===== config.mk =====
export PLATFORM = sky130hd
export DESIGN_NAME = rtcifs_core
export DESIGN_NICKNAME = d
export VERILOG_FILES = /design/src/rtcifs_pkg.sv /design/src/rtcifs_pulse.sv /design/src/rtcifs_core.sv
export SDC_FILE = /design/constraint.sdc
export NUM_CORES = 1
export LEC_CHECK = 0
export BUFFER_PORTS_ARGS = -buffer_cell sky130_fd_sc_hd__buf_2
export CELL_PAD_IN_SITES_DETAIL_PLACEMENT = 0
export CELL_PAD_IN_SITES_GLOBAL_PLACEMENT = 2
export CORE_MARGIN = 3
export CORE_UTILIZATION = 35
export CTS_CLUSTER_DIAMETER = 80
export DETAILED_ROUTE_END_ITERATION = 8
export PLACE_DENSITY_LB_ADDON = 0.3
export SYNTH_ARGS = -nofsm -noshare
export SYNTH_HDL_FRONTEND = slang
export SYNTH_SLANG_ARGS = --single-unit

===== constraint.sdc =====
create_clock -name aclk -period 5.4 [get_ports aclk]
set_clock_uncertainty 0.2 [all_clocks]
set_input_delay 0.54 -clock aclk [delete_from_list [all_inputs] [get_ports aclk]]
set_output_delay 0.54 -clock aclk [all_outputs]
set_load 0.01 [all_outputs]

===== src/rtcifs_pkg.sv =====
package rtcifs_pkg;

   // Clock of the register side
   localparam int          CLK_FREQ_KHZ   = 200000;

   // Register indices; byte address is four times the index
   localparam logic [7:0]  FLAG_IDX       = 8'h0E;
   localparam logic [7:0]  CTRL_IDX       = 8'h0F;
   localparam logic [7:0]  CFG_IDX        = 8'h10;
   localparam int          ADDR_W         = 8;
   localparam int          IDX_LSB        = 2;

   // Flag register fields
   localparam int          UF_BIT         = 5;
   localparam int          TF_BIT         = 4;
   localparam int          AF_BIT         = 3;
   localparam int          VLF_BIT        = 1;
   localparam int          COMPENSATION_STOP_FLAG_BIT       = 0;
   localparam logic [7:0]  FLAG_MASK      = 8'h3B;
   localparam logic [7:0]  FLAG_RST       = 8'h03;

   // Control register fields
   localparam int          CSEL_HI_BIT    = 7;
   localparam int          CSEL_LO_BIT    = 6;
   localparam int          UIE_BIT        = 5;
   localparam int          TIE_BIT        = 4;
   localparam int          AIE_BIT        = 3;
   localparam int          STOP_BIT       = 0;
   localparam logic [7:0]  CTRL_MASK      = 8'hF9;
   localparam logic [7:0]  CTRL_RST       = 8'h40;

   // Extra configuration register: timer source select
   localparam logic [7:0]  CFG_MASK       = 8'h03;
   localparam logic [7:0]  CFG_RST        = 8'h00;

   // Timer source selections
   localparam logic [1:0]  TSRC_4096      = 2'h0;
   localparam logic [1:0]  TSRC_64        = 2'h1;
   localparam logic [1:0]  TSRC_SEC       = 2'h2;
   localparam logic [1:0]  TSRC_MIN       = 2'h3;

   // Divider chain: stages above the fast ones are held while stopped
   localparam int          DIV_W          = 15;
   localparam int          DIV_FAST_W     = 3;
   localparam int          DIV_64_W       = 9;

   // Automatic release of update and timer interrupt pulses
   localparam real         IRQ_PULSE_MS   = 7.8;
   localparam int          IRQ_PULSE_CYC  = $rtoi(IRQ_PULSE_MS * CLK_FREQ_KHZ);

   // AXI responses
   localparam logic [1:0]  RESP_OKAY      = 2'h0;
   localparam logic [1:0]  RESP_SLVERR    = 2'h2;

endpackage


===== src/rtcifs_pulse.sv =====
`timescale 1ns/1ps
// One-shot interrupt request that releases itself after a fixed time
module rtcifs_pulse
   import rtcifs_pkg::*;
#(
   parameter int CYCLES = IRQ_PULSE_CYC
)
(
   // Clock and reset
   input  wire logic aclk,
   input  wire logic aresetn,
   // Trigger and enable
   input  wire logic trig,
   input  wire logic en,
   // Request level
   output logic      active
);

   localparam int CW = $clog2(CYCLES + 1);
   localparam logic [CW-1:0] LAST = CW'(CYCLES - 1);

   logic [CW-1:0] cnt_q;   // Cycles spent active
   logic          act_q;   // Request held

   // Start on an enabled event, end on timeout or on enable cleared
   always_ff @(posedge aclk)
   begin
      if (!aresetn)
      begin
         act_q <= 1'b0;
         cnt_q <= '0;
      end
      else if (!en)
      begin
         act_q <= 1'b0;
         cnt_q <= '0;
      end
      else if (trig)
      begin
         act_q <= 1'b1;
         cnt_q <= '0;
      end
      else if (act_q && cnt_q == LAST)
      begin
         act_q <= 1'b0;
      end
      else if (act_q)
      begin
         cnt_q <= cnt_q + 1'b1;
      end
   end

   assign active = act_q;
endmodule


===== src/rtcifs_core.sv =====
`timescale 1ns/1ps
// How it works
// - alarm flag with enable pulls interrupt low
// - clearing alarm enable releases the interrupt
// - alarm interrupt holds until flag cleared
// - interrupt is OR of three requests
// - stop bit halts counting, clears sub-second
// - bus stop during timeout clears stop bit
// - clearing stop bit restarts operation
// - stopped: no updates, no update/alarm events
// - stopped timer runs only on fastest source
// - stopped: divider 2048 Hz to 1 Hz held
// - flag register bit layout, unused read zero
// - update flag sticky until written zero
// - timer flag sticky until written zero
// - alarm flag sticky until written zero
// - data loss flag sticky until written zero
// - reset: loss and comp-stop flags read one
// - writing one to a flag does nothing
// - update/timer pulse auto-release after 7.8 ms
// - control register bit layout
// - compensation stop flag sticky until zero
module rtcifs_core
   import rtcifs_pkg::*;
#(
   parameter int PULSE_CYCLES = IRQ_PULSE_CYC
)
(
   // Clock and reset
   input  wire logic        aclk,
   input  wire logic        aresetn,
   // AXI4-Lite write
   input  wire logic [7:0]  s_axi_awaddr,
   input  wire logic        s_axi_awvalid,
   output logic             s_axi_awready,
   input  wire logic [31:0] s_axi_wdata,
   input  wire logic [3:0]  s_axi_wstrb,
   input  wire logic        s_axi_wvalid,
   output logic             s_axi_wready,
   output logic [1:0]       s_axi_bresp,
   output logic             s_axi_bvalid,
   input  wire logic        s_axi_bready,
   // AXI4-Lite read
   input  wire logic [7:0]  s_axi_araddr,
   input  wire logic        s_axi_arvalid,
   output logic             s_axi_arready,
   output logic [31:0]      s_axi_rdata,
   output logic [1:0]       s_axi_rresp,
   output logic             s_axi_rvalid,
   input  wire logic        s_axi_rready,
   // Oscillator from outside the clock domain
   input  wire logic        osc_clk,
   // Events from counters and supply monitors
   input  wire logic        update_evt,
   input  wire logic        timer_evt,
   input  wire logic        alarm_evt,
   input  wire logic        minute_evt,
   input  wire logic        data_loss_evt,
   input  wire logic        comp_stop_evt,
   // Serial bus front end
   input  wire logic        bus_stop_evt,
   input  wire logic        bus_timeout_active,
   // Interrupt pin, open drain
   output logic             irq_n_o,
   output logic             irq_oe,
   // Ticks to counters and status
   output logic             sec_tick,
   output logic             timer_src_tick,
   output logic             stopped,
   output logic [1:0]       comp_interval_sel
);

   // Address decode shared by reads and writes
   function automatic logic [2:0] reg_sel(input logic [7:0] addr);
      logic [7:0] idx;
      idx = {2'h0, addr[ADDR_W-1:IDX_LSB]};
      reg_sel = {idx == CFG_IDX, idx == CTRL_IDX, idx == FLAG_IDX};
   endfunction

   logic [7:0]       flags_q;     // Sticky event flags
   logic [7:0]       ctrl_q;      // Enables, compensation select, stop
   logic [7:0]       cfg_q;       // Timer source select
   logic [7:0]       awaddr_q;    // Held write address
   logic             aw_full_q;   // Write address taken
   logic [31:0]      wdata_q;     // Held write data
   logic             wstrb0_q;    // Low byte lane enabled
   logic             w_full_q;    // Write data taken
   logic [2:0]       osc_sync_q;  // Synchroniser and edge history
   logic [DIV_W-1:0] div_q;       // Divider chain
   logic             irq_oe_q;    // Pin driven low
   logic             sec_tick_q;  // 1 Hz tick out
   logic             tsrc_q;      // Selected timer source tick
   logic             upd_act;     // Update pulse request
   logic             tmr_act;     // Timer pulse request
   logic             wr_go;       // Write performed this cycle
   logic [2:0]       wr_sel;      // Written register
   logic             osc_rise;    // Oscillator edge
   logic             tick_4096;   // Fast stage wrap
   logic             tick_64;     // 64 Hz wrap
   logic             tick_1hz;    // 1 Hz wrap
   logic             slow_src;    // Timer on a stoppable source
   logic             upd_g;       // Update event passing stop
   logic             alm_g;       // Alarm event passing stop
   logic             tmr_g;       // Timer event passing stop
   logic [7:0]       flag_set;    // Hardware sets
   logic [7:0]       flag_clr;    // Host clears
   logic             irq_req;     // Combined request
   logic             tsrc_d;      // Next timer source tick

   // Write channel: address and data taken in either order
   assign wr_go  = aw_full_q && w_full_q && !s_axi_bvalid;
   assign wr_sel = reg_sel(awaddr_q);

   always_ff @(posedge aclk)
   begin
      if (!aresetn)
      begin
         aw_full_q <= 1'b0;
         w_full_q  <= 1'b0;
         awaddr_q  <= 8'h00;
         wdata_q   <= 32'h0000_0000;
         wstrb0_q  <= 1'b0;
      end
      else
      begin
         if (s_axi_awvalid && s_axi_awready)
         begin
            aw_full_q <= 1'b1;
            awaddr_q  <= s_axi_awaddr;
         end
         else if (wr_go)
            aw_full_q <= 1'b0;
         if (s_axi_wvalid && s_axi_wready)
         begin
            w_full_q <= 1'b1;
            wdata_q  <= s_axi_wdata;
            wstrb0_q <= s_axi_wstrb[0];
         end
         else if (wr_go)
            w_full_q <= 1'b0;
      end
   end

   // Ready while the slot is empty and no response waits
   always_ff @(posedge aclk)
   begin
      if (!aresetn)
      begin
         s_axi_awready <= 1'b0;
         s_axi_wready  <= 1'b0;
         s_axi_bvalid  <= 1'b0;
         s_axi_bresp   <= RESP_OKAY;
      end
      else
      begin
         s_axi_awready <= !aw_full_q && !(s_axi_awvalid && s_axi_awready) && !s_axi_bvalid;
         s_axi_wready  <= !w_full_q && !(s_axi_wvalid && s_axi_wready) && !s_axi_bvalid;
         if (wr_go)
         begin
            s_axi_bvalid <= 1'b1;
            s_axi_bresp  <= (wr_sel == 3'h0) ? RESP_SLVERR : RESP_OKAY;
         end
         else if (s_axi_bready)
            s_axi_bvalid <= 1'b0;
      end
   end

   // Read channel: one-cycle answer
   always_ff @(posedge aclk)
   begin
      if (!aresetn)
      begin
         s_axi_arready <= 1'b0;
         s_axi_rvalid  <= 1'b0;
         s_axi_rdata   <= 32'h0000_0000;
         s_axi_rresp   <= RESP_OKAY;
      end
      else
      begin
         s_axi_arready <= !s_axi_rvalid && !(s_axi_arvalid && s_axi_arready);
         if (s_axi_arvalid && s_axi_arready)
         begin
            s_axi_rvalid <= 1'b1;
            s_axi_rresp  <= (reg_sel(s_axi_araddr) == 3'h0) ? RESP_SLVERR : RESP_OKAY;
            unique case (reg_sel(s_axi_araddr))
               3'h1:    s_axi_rdata <= {24'h000000, flags_q & FLAG_MASK};
               3'h2:    s_axi_rdata <= {24'h000000, ctrl_q & CTRL_MASK};
               3'h4:    s_axi_rdata <= {24'h000000, cfg_q & CFG_MASK};
               default: s_axi_rdata <= 32'h0000_0000;
            endcase
         end
         else if (s_axi_rready)
            s_axi_rvalid <= 1'b0;
      end
   end

   // Control register, with stop cancelled by the bus on timeout
   always_ff @(posedge aclk)
   begin
      if (!aresetn)
      begin
         ctrl_q <= CTRL_RST;
         cfg_q  <= CFG_RST;
      end
      else if (wr_go && wstrb0_q && wr_sel[1])
         ctrl_q <= wdata_q[7:0] & CTRL_MASK;
      else
      begin
         if (wr_go && wstrb0_q && wr_sel[2])
            cfg_q <= wdata_q[7:0] & CFG_MASK;
         if (bus_stop_evt && bus_timeout_active)
            ctrl_q[STOP_BIT] <= 1'b0;
      end
   end

   // Oscillator synchroniser; stages two and three feed the edge detect
   always_ff @(posedge aclk)
   begin
      if (!aresetn)
         osc_sync_q <= 3'h0;
      else
         osc_sync_q <= {osc_sync_q[1:0], osc_clk};
   end
   assign osc_rise = osc_sync_q[1] && !osc_sync_q[2];

   // Divider wraps
   assign tick_4096 = osc_rise && (&div_q[DIV_FAST_W-1:0]);
   assign tick_64   = osc_rise && (&div_q[DIV_64_W-1:0]);
   assign tick_1hz  = osc_rise && (&div_q);

   // Divider chain: upper stages held in reset while stopped
   always_ff @(posedge aclk)
   begin
      if (!aresetn)
         div_q <= '0;
      else
      begin
         if (osc_rise)
            div_q <= div_q + 1'b1;
         if (ctrl_q[STOP_BIT])
            div_q[DIV_W-1:DIV_FAST_W] <= '0;
      end
   end

   // Event gating by the stop state
   assign slow_src = cfg_q[1:0] != TSRC_4096;
   assign upd_g    = update_evt && !ctrl_q[STOP_BIT];
   assign alm_g    = alarm_evt && !ctrl_q[STOP_BIT];
   assign tmr_g    = timer_evt && !(ctrl_q[STOP_BIT] && slow_src);

   // Timer source selection
   always_comb
   begin
      case (cfg_q[1:0])
         TSRC_4096: tsrc_d = tick_4096;
         TSRC_64:   tsrc_d = tick_64;
         TSRC_SEC:  tsrc_d = tick_1hz;
         TSRC_MIN:  tsrc_d = minute_evt;
         default:   tsrc_d = 1'b0;
      endcase
      if (ctrl_q[STOP_BIT] && slow_src)
         tsrc_d = 1'b0;
   end

   // Ticks to counters
   always_ff @(posedge aclk)
   begin
      if (!aresetn)
      begin
         sec_tick_q <= 1'b0;
         tsrc_q     <= 1'b0;
      end
      else
      begin
         sec_tick_q <= tick_1hz && !ctrl_q[STOP_BIT];
         tsrc_q     <= tsrc_d;
      end
   end

   // Flag sets and host clears; only a written zero clears
   always_comb
   begin
      flag_set           = 8'h00;
      flag_set[UF_BIT]   = upd_g;
      flag_set[TF_BIT]   = tmr_g;
      flag_set[AF_BIT]   = alm_g;
      flag_set[VLF_BIT]  = data_loss_evt;
      flag_set[COMPENSATION_STOP_FLAG_BIT] = comp_stop_evt;
      flag_clr           = 8'h00;
      if (wr_go && wstrb0_q && wr_sel[0])
         flag_clr = ~wdata_q[7:0] & FLAG_MASK;
   end

   // Sticky flags; a set beats a clear in the same cycle
   always_ff @(posedge aclk)
   begin
      if (!aresetn)
         flags_q <= FLAG_RST;
      else
         flags_q <= ((flags_q & ~flag_clr) | flag_set) & FLAG_MASK;
   end

   // Self-releasing update and timer requests
   rtcifs_pulse #(.CYCLES(PULSE_CYCLES)) u_upd_pulse
   (
      .aclk    (aclk),
      .aresetn (aresetn),
      .trig    (upd_g),
      .en      (ctrl_q[UIE_BIT]),
      .active  (upd_act)
   );

   rtcifs_pulse #(.CYCLES(PULSE_CYCLES)) u_tmr_pulse
   (
      .aclk    (aclk),
      .aresetn (aresetn),
      .trig    (tmr_g),
      .en      (ctrl_q[TIE_BIT]),
      .active  (tmr_act)
   );

   // Alarm request holds as long as flag and enable
   assign irq_req = upd_act || tmr_act || (flags_q[AF_BIT] && ctrl_q[AIE_BIT]);

   // Open-drain pin: low driven while requested, else released
   always_ff @(posedge aclk)
   begin
      if (!aresetn)
      begin
         irq_oe_q <= 1'b0;
         irq_n_o  <= 1'b0;
      end
      else
      begin
         irq_oe_q <= irq_req;
         irq_n_o  <= 1'b0;
      end
   end

   assign irq_oe            = irq_oe_q;
   assign sec_tick          = sec_tick_q;
   assign timer_src_tick    = tsrc_q;
   assign stopped           = ctrl_q[STOP_BIT];
   assign comp_interval_sel = ctrl_q[CSEL_HI_BIT:CSEL_LO_BIT];
endmodule


==> impl_metrics.py, run 1 <==
metrics = {
    "routing": {
        "routedWlPerCell_um": 13.5,
        "num_vias": 4109,
        "ant_nets": 0,
        "drc": 0,
        "drt-initial-drc-count": 203,
        "wirelength_um": 10900,
        "via_per_inst": 5.10,
        "first_pass_iters": 4,
    },
    "timing": {
        "finalHoldViolations": 0,
        "relSlewSlack_pct": 33.8,
        "drv_slew": 0,
        "rsz0062_at_grt": "no",
        "setup-tns-final_ns": 0,
        "period_share_pct": 47.1,
        "post-route-min-period_ns": 2.54,
        "setup_viol": 0,
        "fmax_mhz": 393,
        "worst_pin_slew_ns": 0.985,
    },
    "critical_path": {
        "crit_path_start_kind": "input pin",
        "crit_buf_inv": 1,
        "slowest_delay_ns": 0.72,
        "critical_path.slowest_cell": "nand3_1",
        "crit_required_ns": 5.49,
        "end_kind": "register",
        "crit_family": "simple AND/OR/NAND/NOR gates",
        "crit_chain": "buf_2 > nand3_1 > or4_1 > nand3_1",
        "cp_max_fo": 53,
        "crit_top_cell": "nand3_1",
        "path_class": "in2reg",
        "cp.arrival_ns": 2.63,
    },
    "floorplan": {
        "initial_core_util_pct": 36.5,
        "fp.dieArea_sq_um": 16300,
        "dieWidth_um": 127,
        "dieHeight_um": 127,
        "rows": 43,
        "pin_count": 116,
        "design.core.area_sq_um": 14100,
    },
    "clock_network": {
        "cts_tree": "yes",
        "path_clk_slew_ns": 0.07,
        "root_buffer": "clkbuf_16",
        "ctsResizeCount": 0,
        "cts_buffers": 9,
        "clkSinkCount": 108,
        "hold_buffers": 0,
        "clk_latency_ns": 0.35,
        "cts_buffer_depth": 2,
        "h-tree-depth": 3,
        "post_cts_buffers": 0,
    },
    "global_routing": {
        "gr-total-overflow": 0,
        "grt_max_degree": 54,
        "grt_first_pass_wirelength_um": 18200,
        "grt_pass1_vias": 3823,
        "grt_usage_pct": 13.7,
        "antenna_found_initial": 0,
    },
    "power": {
        "power_density_nw_per_um2": 266,
        "peakVddDrop_mv": 0.233,
        "p_leak_nw": 2.09,
    },
    "cells_and_area": {
        "diodes": 0,
        "drive_gt1_share_pct": 13.4,
        "layout.nets": 694,
        "areaGrowthSynthToFinish_pct": 10.8,
        "finalNonFillerCells": 806,
        "layout_common_cells": "dfxtp_1 (108), nand2_1 (75), buf_2 (55), a21oi_1 (30), conb_1 (28)",
        "mostFrequentLayoutCell": "dfxtp_1",
    },
    "logic_synthesis": {
        "syn_area_per_cell_sq_um": 8.86,
        "yosysSeqAreaShare_pct": 41.9,
        "synth_edf_count": 0,
        "syn_area_sq_um": 5160,
        "postSynthCellCount": 583,
        "ys_warn_count": 0,
        "yosys_register_bits": 108,
        "async_flop_share_pct": 0,
        "synth_cell_type_count": 56,
        "ys.flop_type": "dfxtp_1",
    },
    "placement": {
        "dp_cells": 790,
        "portBuffers": 55,
        "place_hpwl_um": 7870,
        "place.gp.congestion": 0.762,
    },
    "worst_hold_path": {
        "hp-class": "in2reg",
    },
    "run": {
        "maxCapViolations": 0,
    },
    "run_status": {
        "status": "completed",
    },
}
==> where the power goes <==
part / switching (W) / total, W / internal, W
combinational: 0.0000410 / 0.0000685 / 0.0000275
sequential: 0.00000946 / 0.000818 / 0.000809
clock: 0.000304 / 0.000636 / 0.000332
total: 0.000355 / 0.00152 / 0.00117
==> logic make-up after synthesis <==
family,synth area share [%]
other,0.0726
and+or+nand+nor,27.4
xor gates and xnor gates,2.54
muxes,5.47
AOI/OAI and AO/OA,14.4
adders and majority gates,1.21
buffers and inverters,7.05
DFF,41.9
==> Yosys cell counts, types with 3 or more instances <==
cell type	instances	area share, %
and2_1	13	1.6
dfxtp_1	108	42
nand2_1	75	5.5
and3_1	13	1.6
buf_4	31	4.5
xnor2_1	4	0.68
nand4b_1	4	0.68
nand2b_1	16	1.9
xor2_1	11	1.9
a21boi_0	25	3.6
nor2_1	21	1.5
a31o_2	3	0.51
nor2b_1	13	1.6
mux2i_1	26	5.0
or4b_1	3	0.58
and4b_1	4	0.78
inv_1	7	0.51
nor3_1	6	0.58
o31ai_1	10	1.5
clkbuf_1	21	1.5
nand4_1	21	2.5
or3_1	7	0.85
nand3b_1	4	0.58
a211oi_1	5	0.73
and4_1	8	1.4
a21oi_1	30	2.9
o21ai_0	20	1.9
or4_1	10	1.5
ha_1	5	1.2
nand3_1	22	2.1
buf_2	3	0.29
==> per-layer routing <==
| layer | GRT usage (%) | vias to the layer above | share of wire, % | wire [um] |
|---|---|---|---|---|
| li1 | - | 2122 | - | - |
| met1 | 17.4 | 1908 | 48 | 5270 |
| met2 | 22.3 | 77 | 47 | 5100 |
| met3 | 4.26 | 2 | 4.4 | 478 |
| met4 | 4.04 | 0 | 0.36 | 39 |
| met5 | 0 | - | 0 | 0 |
==> stage by stage <==
step           worst slack [ns]  instance area, sq um  utilization [%]  total power [W]  hold WS (ns)
2_1_floorplan              3.41                  5270                -         0.000893         0.212
3_3_place_gp               2.41                  5440             38.4         0.000905         0.227
3_5_place_dp               2.42                  5440             38.4         0.000906         0.228
4_1_cts                    2.79                  5720             40.5          0.00155         0.161
5_1_grt                    2.62                  5720             40.5          0.00159         0.165
6_report                   2.86                  5720             40.5          0.00152         0.179
==> state kept, by name (all words and copies together) (netlist names), 2 cells and up <==
signal,cells
u_tmr_pulse.cnt_q,21
u_upd_pulse.cnt_q,21
div_q,15
s_axi_rdata,7
wdata_q,7
awaddr_q,6
ctrl_q,6
flags_q,5
osc_sync_q,3
cfg_q,2
==> final cells by class <==
cell class,count,area (sq um)
inverters,7,26.3
flip-flops and latches,108,2160
fillers,1425,8430
clock buffers,11,243
clock inverters,5,45.0
multi-input cells,439,2740
well taps,180,225
repair buffers,56,283
==> final timing paths <==
check                           slack (ns)            startpoint                    to  cells after the start
worst min-delay path                  0.18         comp_stop_evt            flags_q[0]                      2
worst max register to register        2.87  u_tmr_pulse.cnt_q[6]    u_tmr_pulse.active                      4
worst max-delay path                  2.86               aresetn  u_upd_pulse.cnt_q[4]                      4
worst min register to register        0.24         osc_sync_q[0]         osc_sync_q[1]                      1
No activity file was read; power rests on OpenSTA's default activity.
==> inputs of run 2 (changes only) <==
--- a/config.mk
+++ b/config.mk
@@ -5,11 +5,12 @@
 export SDC_FILE = /design/constraint.sdc
 export NUM_CORES = 1
 export LEC_CHECK = 0
+export ABC_AREA = 1
 export BUFFER_PORTS_ARGS = -buffer_cell sky130_fd_sc_hd__buf_2
 export CELL_PAD_IN_SITES_DETAIL_PLACEMENT = 0
 export CELL_PAD_IN_SITES_GLOBAL_PLACEMENT = 2
 export CORE_MARGIN = 3
-export CORE_UTILIZATION = 35
+export CORE_UTILIZATION = 27
 export CTS_CLUSTER_DIAMETER = 80
 export DETAILED_ROUTE_END_ITERATION = 8
 export PLACE_DENSITY_LB_ADDON = 0.3
==> constraint.sdc (replaced) <==
create_clock -name aclk -period 2.2 [get_ports aclk]
set_clock_uncertainty 0.2 [all_clocks]
set_input_delay 0.22 -clock aclk [delete_from_list [all_inputs] [get_ports aclk]]
set_output_delay 0.22 -clock aclk [all_outputs]
set_load 0.01 [all_outputs]
==> run 2 against run 1 <==
Net effect:
- synthesized cell count grew 40%
- worst setup slack lost 2.5 ns
- wire length grew 29%
- critical path depth grew 4
- clock power grew to 2.7 times the previous value
- total power grew to 2.6 times the previous value
==> impl_metrics.py, run 2 <==
metrics = {
    "clock_network": {
        "cts_buffer_depth": 2,
        "cts_buffers": 9,
        "clkSinkCount": 108,
        "path_clk_slew_ns": 0.08,
        "post_cts_buffers": 0,
        "h-tree-depth": 3,
        "root_buffer": "clkbuf_16",
        "cts_tree": "yes",
        "clk_latency_ns": 0.36,
    },
    "cells_and_area": {
        "drive_gt1_share_pct": 11.0,
        "regArea_sq_um": 2160,
        "areaGrowthSynthToFinish_pct": 18.9,
        "fin_util_pct": 33.1,
        "layout.nets": 978,
        "n_fill_cell": 2187,
        "mostFrequentLayoutCell": "nand2_1",
        "layout_common_cells": "nand2_1 (231), nor2_1 (135), dfxtp_1 (108), inv_1 (74), a21oi_1 (64)",
        "multi_input_area_sq_um": 2800,
        "diodes": 0,
        "finalNonFillerCells": 1175,
        "reg.largest.list": "u_tmr_pulse.cnt_q: 21 flops, u_upd_pulse.cnt_q: 21 flops, div_q: 15 flops",
    },
    "timing": {
        "post-route-min-period_ns": 1.89,
        "hold_ws_ns": 0.00920,
        "relSlewSlack_pct": 61.9,
        "drv_slew": 0,
        "fmax_mhz": 529,
        "setup_viol": 0,
        "finalHoldViolations": 0,
        "rsz0062_at_grt": "no",
        "worst_pin_slew_ns": 0.569,
        "period_share_pct": 85.9,
        "setup-tns-final_ns": 0,
    },
    "placement": {
        "place.gp.congestion": 0.794,
        "place_hpwl_um": 10600,
        "portBuffers": 55,
        "dp_cells": 1134,
    },
    "floorplan": {
        "initial_core_util_pct": 27.8,
        "fp.dieArea_sq_um": 22100,
        "dieWidth_um": 149,
        "dieHeight_um": 149,
        "design.core.area_sq_um": 19700,
        "pin_count": 116,
        "rows": 51,
    },
    "routing": {
        "routedWlPerCell_um": 12.0,
        "drc": 0,
        "num_vias": 4959,
        "drt-initial-drc-count": 243,
        "wirelength_um": 14100,
        "via_per_inst": 4.22,
        "ant_nets": 0,
        "first_pass_iters": 4,
    },
    "critical_path": {
        "crit_required_ns": 2.28,
        "crit_chain": "ha_1 > nand3_2 > nor2_1 > nand3_2 > nand2_2 > buf_4 > nand2_1 > a21oi_1",
        "cp.arrival_ns": 1.98,
        "crit_family": "simple AND/OR/NAND/NOR gates",
        "slowest_delay_ns": 0.40,
        "crit_path_start_kind": "register",
        "critical_path.slowest_cell": "dfxtp_1",
        "crit_top_cell": "nand3_2",
        "crit_buf_inv": 1,
        "cp_max_fo": 11,
        "path_class": "reg2reg",
        "end_kind": "register",
        "r2r_slack_ns": 0.31,
    },
    "power": {
        "p_int_w": 0.00300,
        "power_density_nw_per_um2": 608,
        "switching_share_pct": 24.4,
        "clockPowerShare_pct": 43.4,
        "p_sw_w": 0.000967,
        "p_seq_share_pct": 51.0,
        "p_leak_nw": 2.53,
        "peakVddDrop_mv": 0.421,
        "power.combinational.fraction_pct": 5.6,
    },
    "global_routing": {
        "gr-total-overflow": 0,
        "grt_first_pass_wirelength_um": 23800,
        "antenna_found_initial": 0,
        "grt_usage_pct": 13.3,
        "grt_pass1_vias": 4874,
        "grt_max_degree": 29,
    },
    "logic_synthesis": {
        "async_flop_share_pct": 0,
        "postSynthCellCount": 819,
        "synth_cell_type_count": 34,
        "ys_warn_count": 0,
        "syn_area_per_cell_sq_um": 6.70,
        "synth.most_common_cell": "nand2_1",
        "ys.flop_type": "dfxtp_1",
        "synth_top_area_share_pct": 39.4,
        "synth_edf_count": 0,
        "yosys_register_bits": 108,
        "synth_commonest_cells": "nand2_1 (231), nor2_1 (135), dfxtp_1 (108), inv_1 (74), a21oi_1 (64)",
        "syn_area_sq_um": 5480,
        "yosys-top-cells-area": "dfxtp_1 (39%), nand2_1 (16%), nor2_1 (9.2%)",
        "yosysSeqAreaShare_pct": 39.4,
        "synth_top_cell_by_area": "dfxtp_1",
    },
    "worst_hold_path": {
        "hp-class": "in2reg",
    },
    "run_status": {
        "status": "completed",
    },
    "run": {
        "maxCapViolations": 0,
    },
}
==> run 2: changes by cell type after synthesis, sizes merged, moves of 14 or more <==
cell,previous run,this run
a21boi,26,0
nor2,21,142
clkbuf,21,7
o21ai,21,51
mux2i,26,0
nand2,75,233
a21oi,30,65
nand2b,16,0
inv,7,77
==> run 2: logic make-up after synthesis <==
logic type | after synthesis | synth area share, %
other cells | 1 | 0.0684
flops | 108 | 39.4
simple gates | 434 | 32.6
fa+ha+maj | 5 | 1.14
xor+xnor | 25 | 3.99
buf+inv | 125 | 11.4
compound gates | 121 | 11.3
==> run 2: per-layer routing <==
metal  vias up  track usage, %  share of wire, %
met5         -               0                 0
met4         0            3.74               1.3
met3        10            2.83               2.9
met2        52            22.7                48
met1      2186            16.9                48
li1       2711               -                 -
==> run 2: what timing repair did <==
action,CTS,global route
resized for setup,0,0
hold endpoints to repair,25,0
hold buffers,25,0
==> run 2: worst reg2reg max path: stages (launching register included) <==
cell	delay (ns)
dfxtp_1	0.40
ha_1	0.22
nand3_2	0.19
nor2_1	0.18
nand3_2	0.13
nand2_2	0.11
buf_4	0.19
nand2_1	0.07
a21oi_1	0.13
==> run 2: final timing paths <==
path,start,end,depth (start not counted)
worst max-delay path,u_upd_pulse.cnt_q[0],u_upd_pulse.cnt_q[10],8
worst min-delay path,s_axi_araddr[3],s_axi_rdata[7],3
worst max register to register,u_upd_pulse.cnt_q[0],u_upd_pulse.cnt_q[10],8
worst min register to register,osc_sync_q[0],osc_sync_q[1],2
==> run 2: metrics by stage <==
step	power (W)	worst slack, ns	instance area [sq um]
after floorplan	0.00221	0.461	5590
after global routing	0.00416	0.0383	6520
after detailed placement	0.00226	0.265	5960
after global placement	0.00226	0.302	5960
after CTS	0.00405	0.252	6520
final	0.00397	0.310	6520
==> run 2: power groups by stage <==
stage | logic, W | registers, W | clock network (W)
4_1_cts | 0.000225 | 0.00202 | 0.00181
5_1_grt | 0.000256 | 0.00203 | 0.00188
6_report | 0.000222 | 0.00202 | 0.00172
3_5_place_dp | 0.000192 | 0.00207 | 0
2_1_floorplan | 0.000150 | 0.00206 | 0
3_3_place_gp | 0.000193 | 0.00207 | 0
==> run 2: layout make-up <==
| class | count | share of cell area (%) |
|---|---|---|
| well taps | 265 | 5.09 |
| clock buffers | 10 | 3.51 |
| inverters | 80 | 4.61 |
| flip-flops and latches | 108 | 33.2 |
| multi-input cells | 613 | 42.9 |
| repair buffers | 93 | 9.56 |
| clock inverters | 6 | 1.19 |
==> inputs of run 3 (changes only) <==
==> constraint.sdc (replaced) <==
create_clock -name aclk -period 1.7 [get_ports aclk]
set_clock_uncertainty 0.2 [all_clocks]
set_input_delay 0.17 -clock aclk [delete_from_list [all_inputs] [get_ports aclk]]
set_output_delay 0.17 -clock aclk [all_outputs]
set_load 0.01 [all_outputs]
==> run 3 against run 2 <==
Net effect:
- cell count up 5.8%
- wire length up 6.9%
- flip-flop and latch count unchanged
- critical endpoint is now u_tmr_pulse.cnt_q[6]
- via count up 6.3%
- combinational power up 42%
- final area up 12%
- sequential share of layout area down 3.3 points
- worst setup slack worse by 0.28 ns
- non-clock buffer count up 68
- register-to-register slack worse by 0.28 ns
==> impl_metrics.py, run 3 (same netlist as run 2, synthesis figures left out) <==
metrics = {
    "clock_network": {
        "cts_buffers": 9,
        "root_buffer": "clkbuf_16",
        "clk_latency_ns": 0.36,
        "path_clk_slew_ns": 0.08,
        "h-tree-depth": 3,
        "cts_buffer_depth": 2,
        "cts_tree": "yes",
        "clkSinkCount": 108,
    },
    "cells_and_area": {
        "diodes": 0,
        "reg.largest.list": "u_tmr_pulse.cnt_q: 21 flops, u_upd_pulse.cnt_q: 21 flops, div_q: 15 flops",
        "fin_util_pct": 37.1,
        "areaGrowthSynthToFinish_pct": 33.3,
        "drive_gt1_share_pct": 22.8,
        "layout_common_cells": "nand2_1 (223), nor2_1 (123), dfxtp_1 (89), inv_1 (73), buf_4 (70)",
        "mostFrequentLayoutCell": "nand2_1",
        "layout.nets": 1046,
    },
    "critical_path": {
        "crit_required_ns": 1.76,
        "critical_path.slowest_cell": "dfxtp_2",
        "crit_family": "simple AND/OR/NAND/NOR gates",
        "cp.arrival_ns": 1.72,
        "slowest_delay_ns": 0.36,
        "end_kind": "register",
        "crit_buf_inv": 2,
        "crit_chain": "ha_4 > nand3_4 > nor2_4 > buf_4 > nand3_4 > buf_4 > nand3_1 > nand2_1 > nand2_1 > nor2_1",
        "crit_start": "u_tmr_pulse.cnt_q[0]",
        "crit_path_start_kind": "register",
        "cp_max_fo": 4,
        "path_class": "reg2reg",
        "rr_startpoint": "u_tmr_pulse.cnt_q[0]",
    },
    "run_status": {
        "status": "completed",
    },
    "global_routing": {
        "grt_use_met3_pct": 2.93,
        "grtUsageMet1_pct": 17.6,
        "grt_first_pass_wirelength_um": 25100,
        "grt_pass1_vias": 5130,
        "grt_usage_pct": 14.0,
        "busiest_layer": "met2",
        "antenna_found_initial": 0,
        "gr-total-overflow": 0,
        "grt_use_met2_pct": 24.4,
        "grt_max_degree": 20,
    },
    "floorplan": {
        "dieHeight_um": 149,
        "rows": 51,
        "design.core.area_sq_um": 19700,
        "dieWidth_um": 149,
        "fp.dieArea_sq_um": 22100,
        "initial_core_util_pct": 27.8,
        "pin_count": 116,
    },
    "placement": {
        "place_hpwl_um": 11200,
        "portBuffers": 55,
        "place.gp.congestion": 0.754,
    },
    "power": {
        "p_sw_w": 0.00126,
        "p_int_w": 0.00379,
        "p_leak_nw": 2.90,
        "peakVddDrop_mv": 0.435,
        "power.combinational.fraction_pct": 6.2,
        "power_density_nw_per_um2": 692,
        "switching_share_pct": 25.0,
        "p_seq_share_pct": 51.7,
        "p_total_w": 0.00506,
        "clockPowerShare_pct": 42.1,
    },
    "run": {
        "maxCapViolations": 0,
    },
    "routing": {
        "routedWlPerCell_um": 12.1,
        "drc": 0,
        "num_vias": 5273,
        "drt-initial-drc-count": 183,
        "via_per_inst": 4.24,
        "first_pass_iters": 4,
        "wirelength_um": 15000,
        "ant_nets": 0,
    },
    "worst_hold_path": {
        "hp-class": "in2reg",
        "worstHoldStart": "s_axi_araddr[2]",
    },
    "timing": {
        "setup_viol": 0,
        "finalHoldViolations": 0,
        "fmax_mhz": 600,
        "period_share_pct": 98.1,
        "rsz0062_at_grt": "yes",
        "post-route-min-period_ns": 1.67,
        "drv_slew": 0,
    },
}
run 3: routing by layer:
layer | vias to the layer above | share of wire, %
li1 | 2842 | -
met1 | 2357 | 48
met2 | 66 | 49
met3 | 8 | 2.6
met4 | 0 | 0.95
met5 | - | 0
run 3: layout make-up:
cell class                      instances  area, sq um
Clock buffer                           10          239
Sequential cell                       108         2190
Tap cell                              265          332
Fill cell                            2164        12400
Timing Repair Buffer                  161         1200
Clock inverter                          6         53.8
Multi-Input combinational cell        613         2990
Inverter                               80          307
run 3: worst min-delay path, stage by stage:
cell and delay [ns]:
buf_2 0.11, inv_1 0.04, nor2_1 0.04, nand4_1 0.10, o21ai_0 0.07
run 3: worst paths after layout:
check / end / slack, ns / cells past startpoint
hold reg to reg: osc_sync_q[1] / 0.21 / 2
setup reg to reg: u_tmr_pulse.cnt_q[6] / 0.03 / 10
setup / recovery: u_tmr_pulse.cnt_q[6] / 0.03 / 10
hold / removal: s_axi_rdata[7] / 0.03 / 5
run 3: power by group through the flow:
stage / clock [W] / sequential [W] / combinational, W
after floorplan: 0 / 0.00267 / 0.000194
final: 0.00213 / 0.00262 / 0.000315
after global placement: 0 / 0.00267 / 0.000261
after detailed placement: 0 / 0.00267 / 0.000261
after CTS: 0.00224 / 0.00262 / 0.000315
after global routing: 0.00233 / 0.00262 / 0.000363
run 3: timing repair:
action	in CTS	in global routing
hold endpoints to repair	30	0
hold buffers	30	0
gates cloned	0	1
pin swaps	4	18
setup buffers	1	7
setup endpoints to repair	39	58
gates resized for setup	15	59
run 3: stage by stage:
step | TNS, ns | cells | instance area (sq um) | setup slack, ns | hold slack (ns)
after floorplan | 0 | 846 | 5610 | 0.00493 | 0.0676
after global placement | -1.27 | 1188 | 6410 | -0.0573 | 0.150
after detailed placement | -2.25 | 1188 | 6410 | -0.103 | 0.157
after CTS | 0 | 1235 | 7070 | 0.00165 | 0.0256
after global routing | -0.282 | 1243 | 7310 | -0.0524 | 0.0520
final | 0 | 1243 | 7310 | 0.0327 | 0.0275
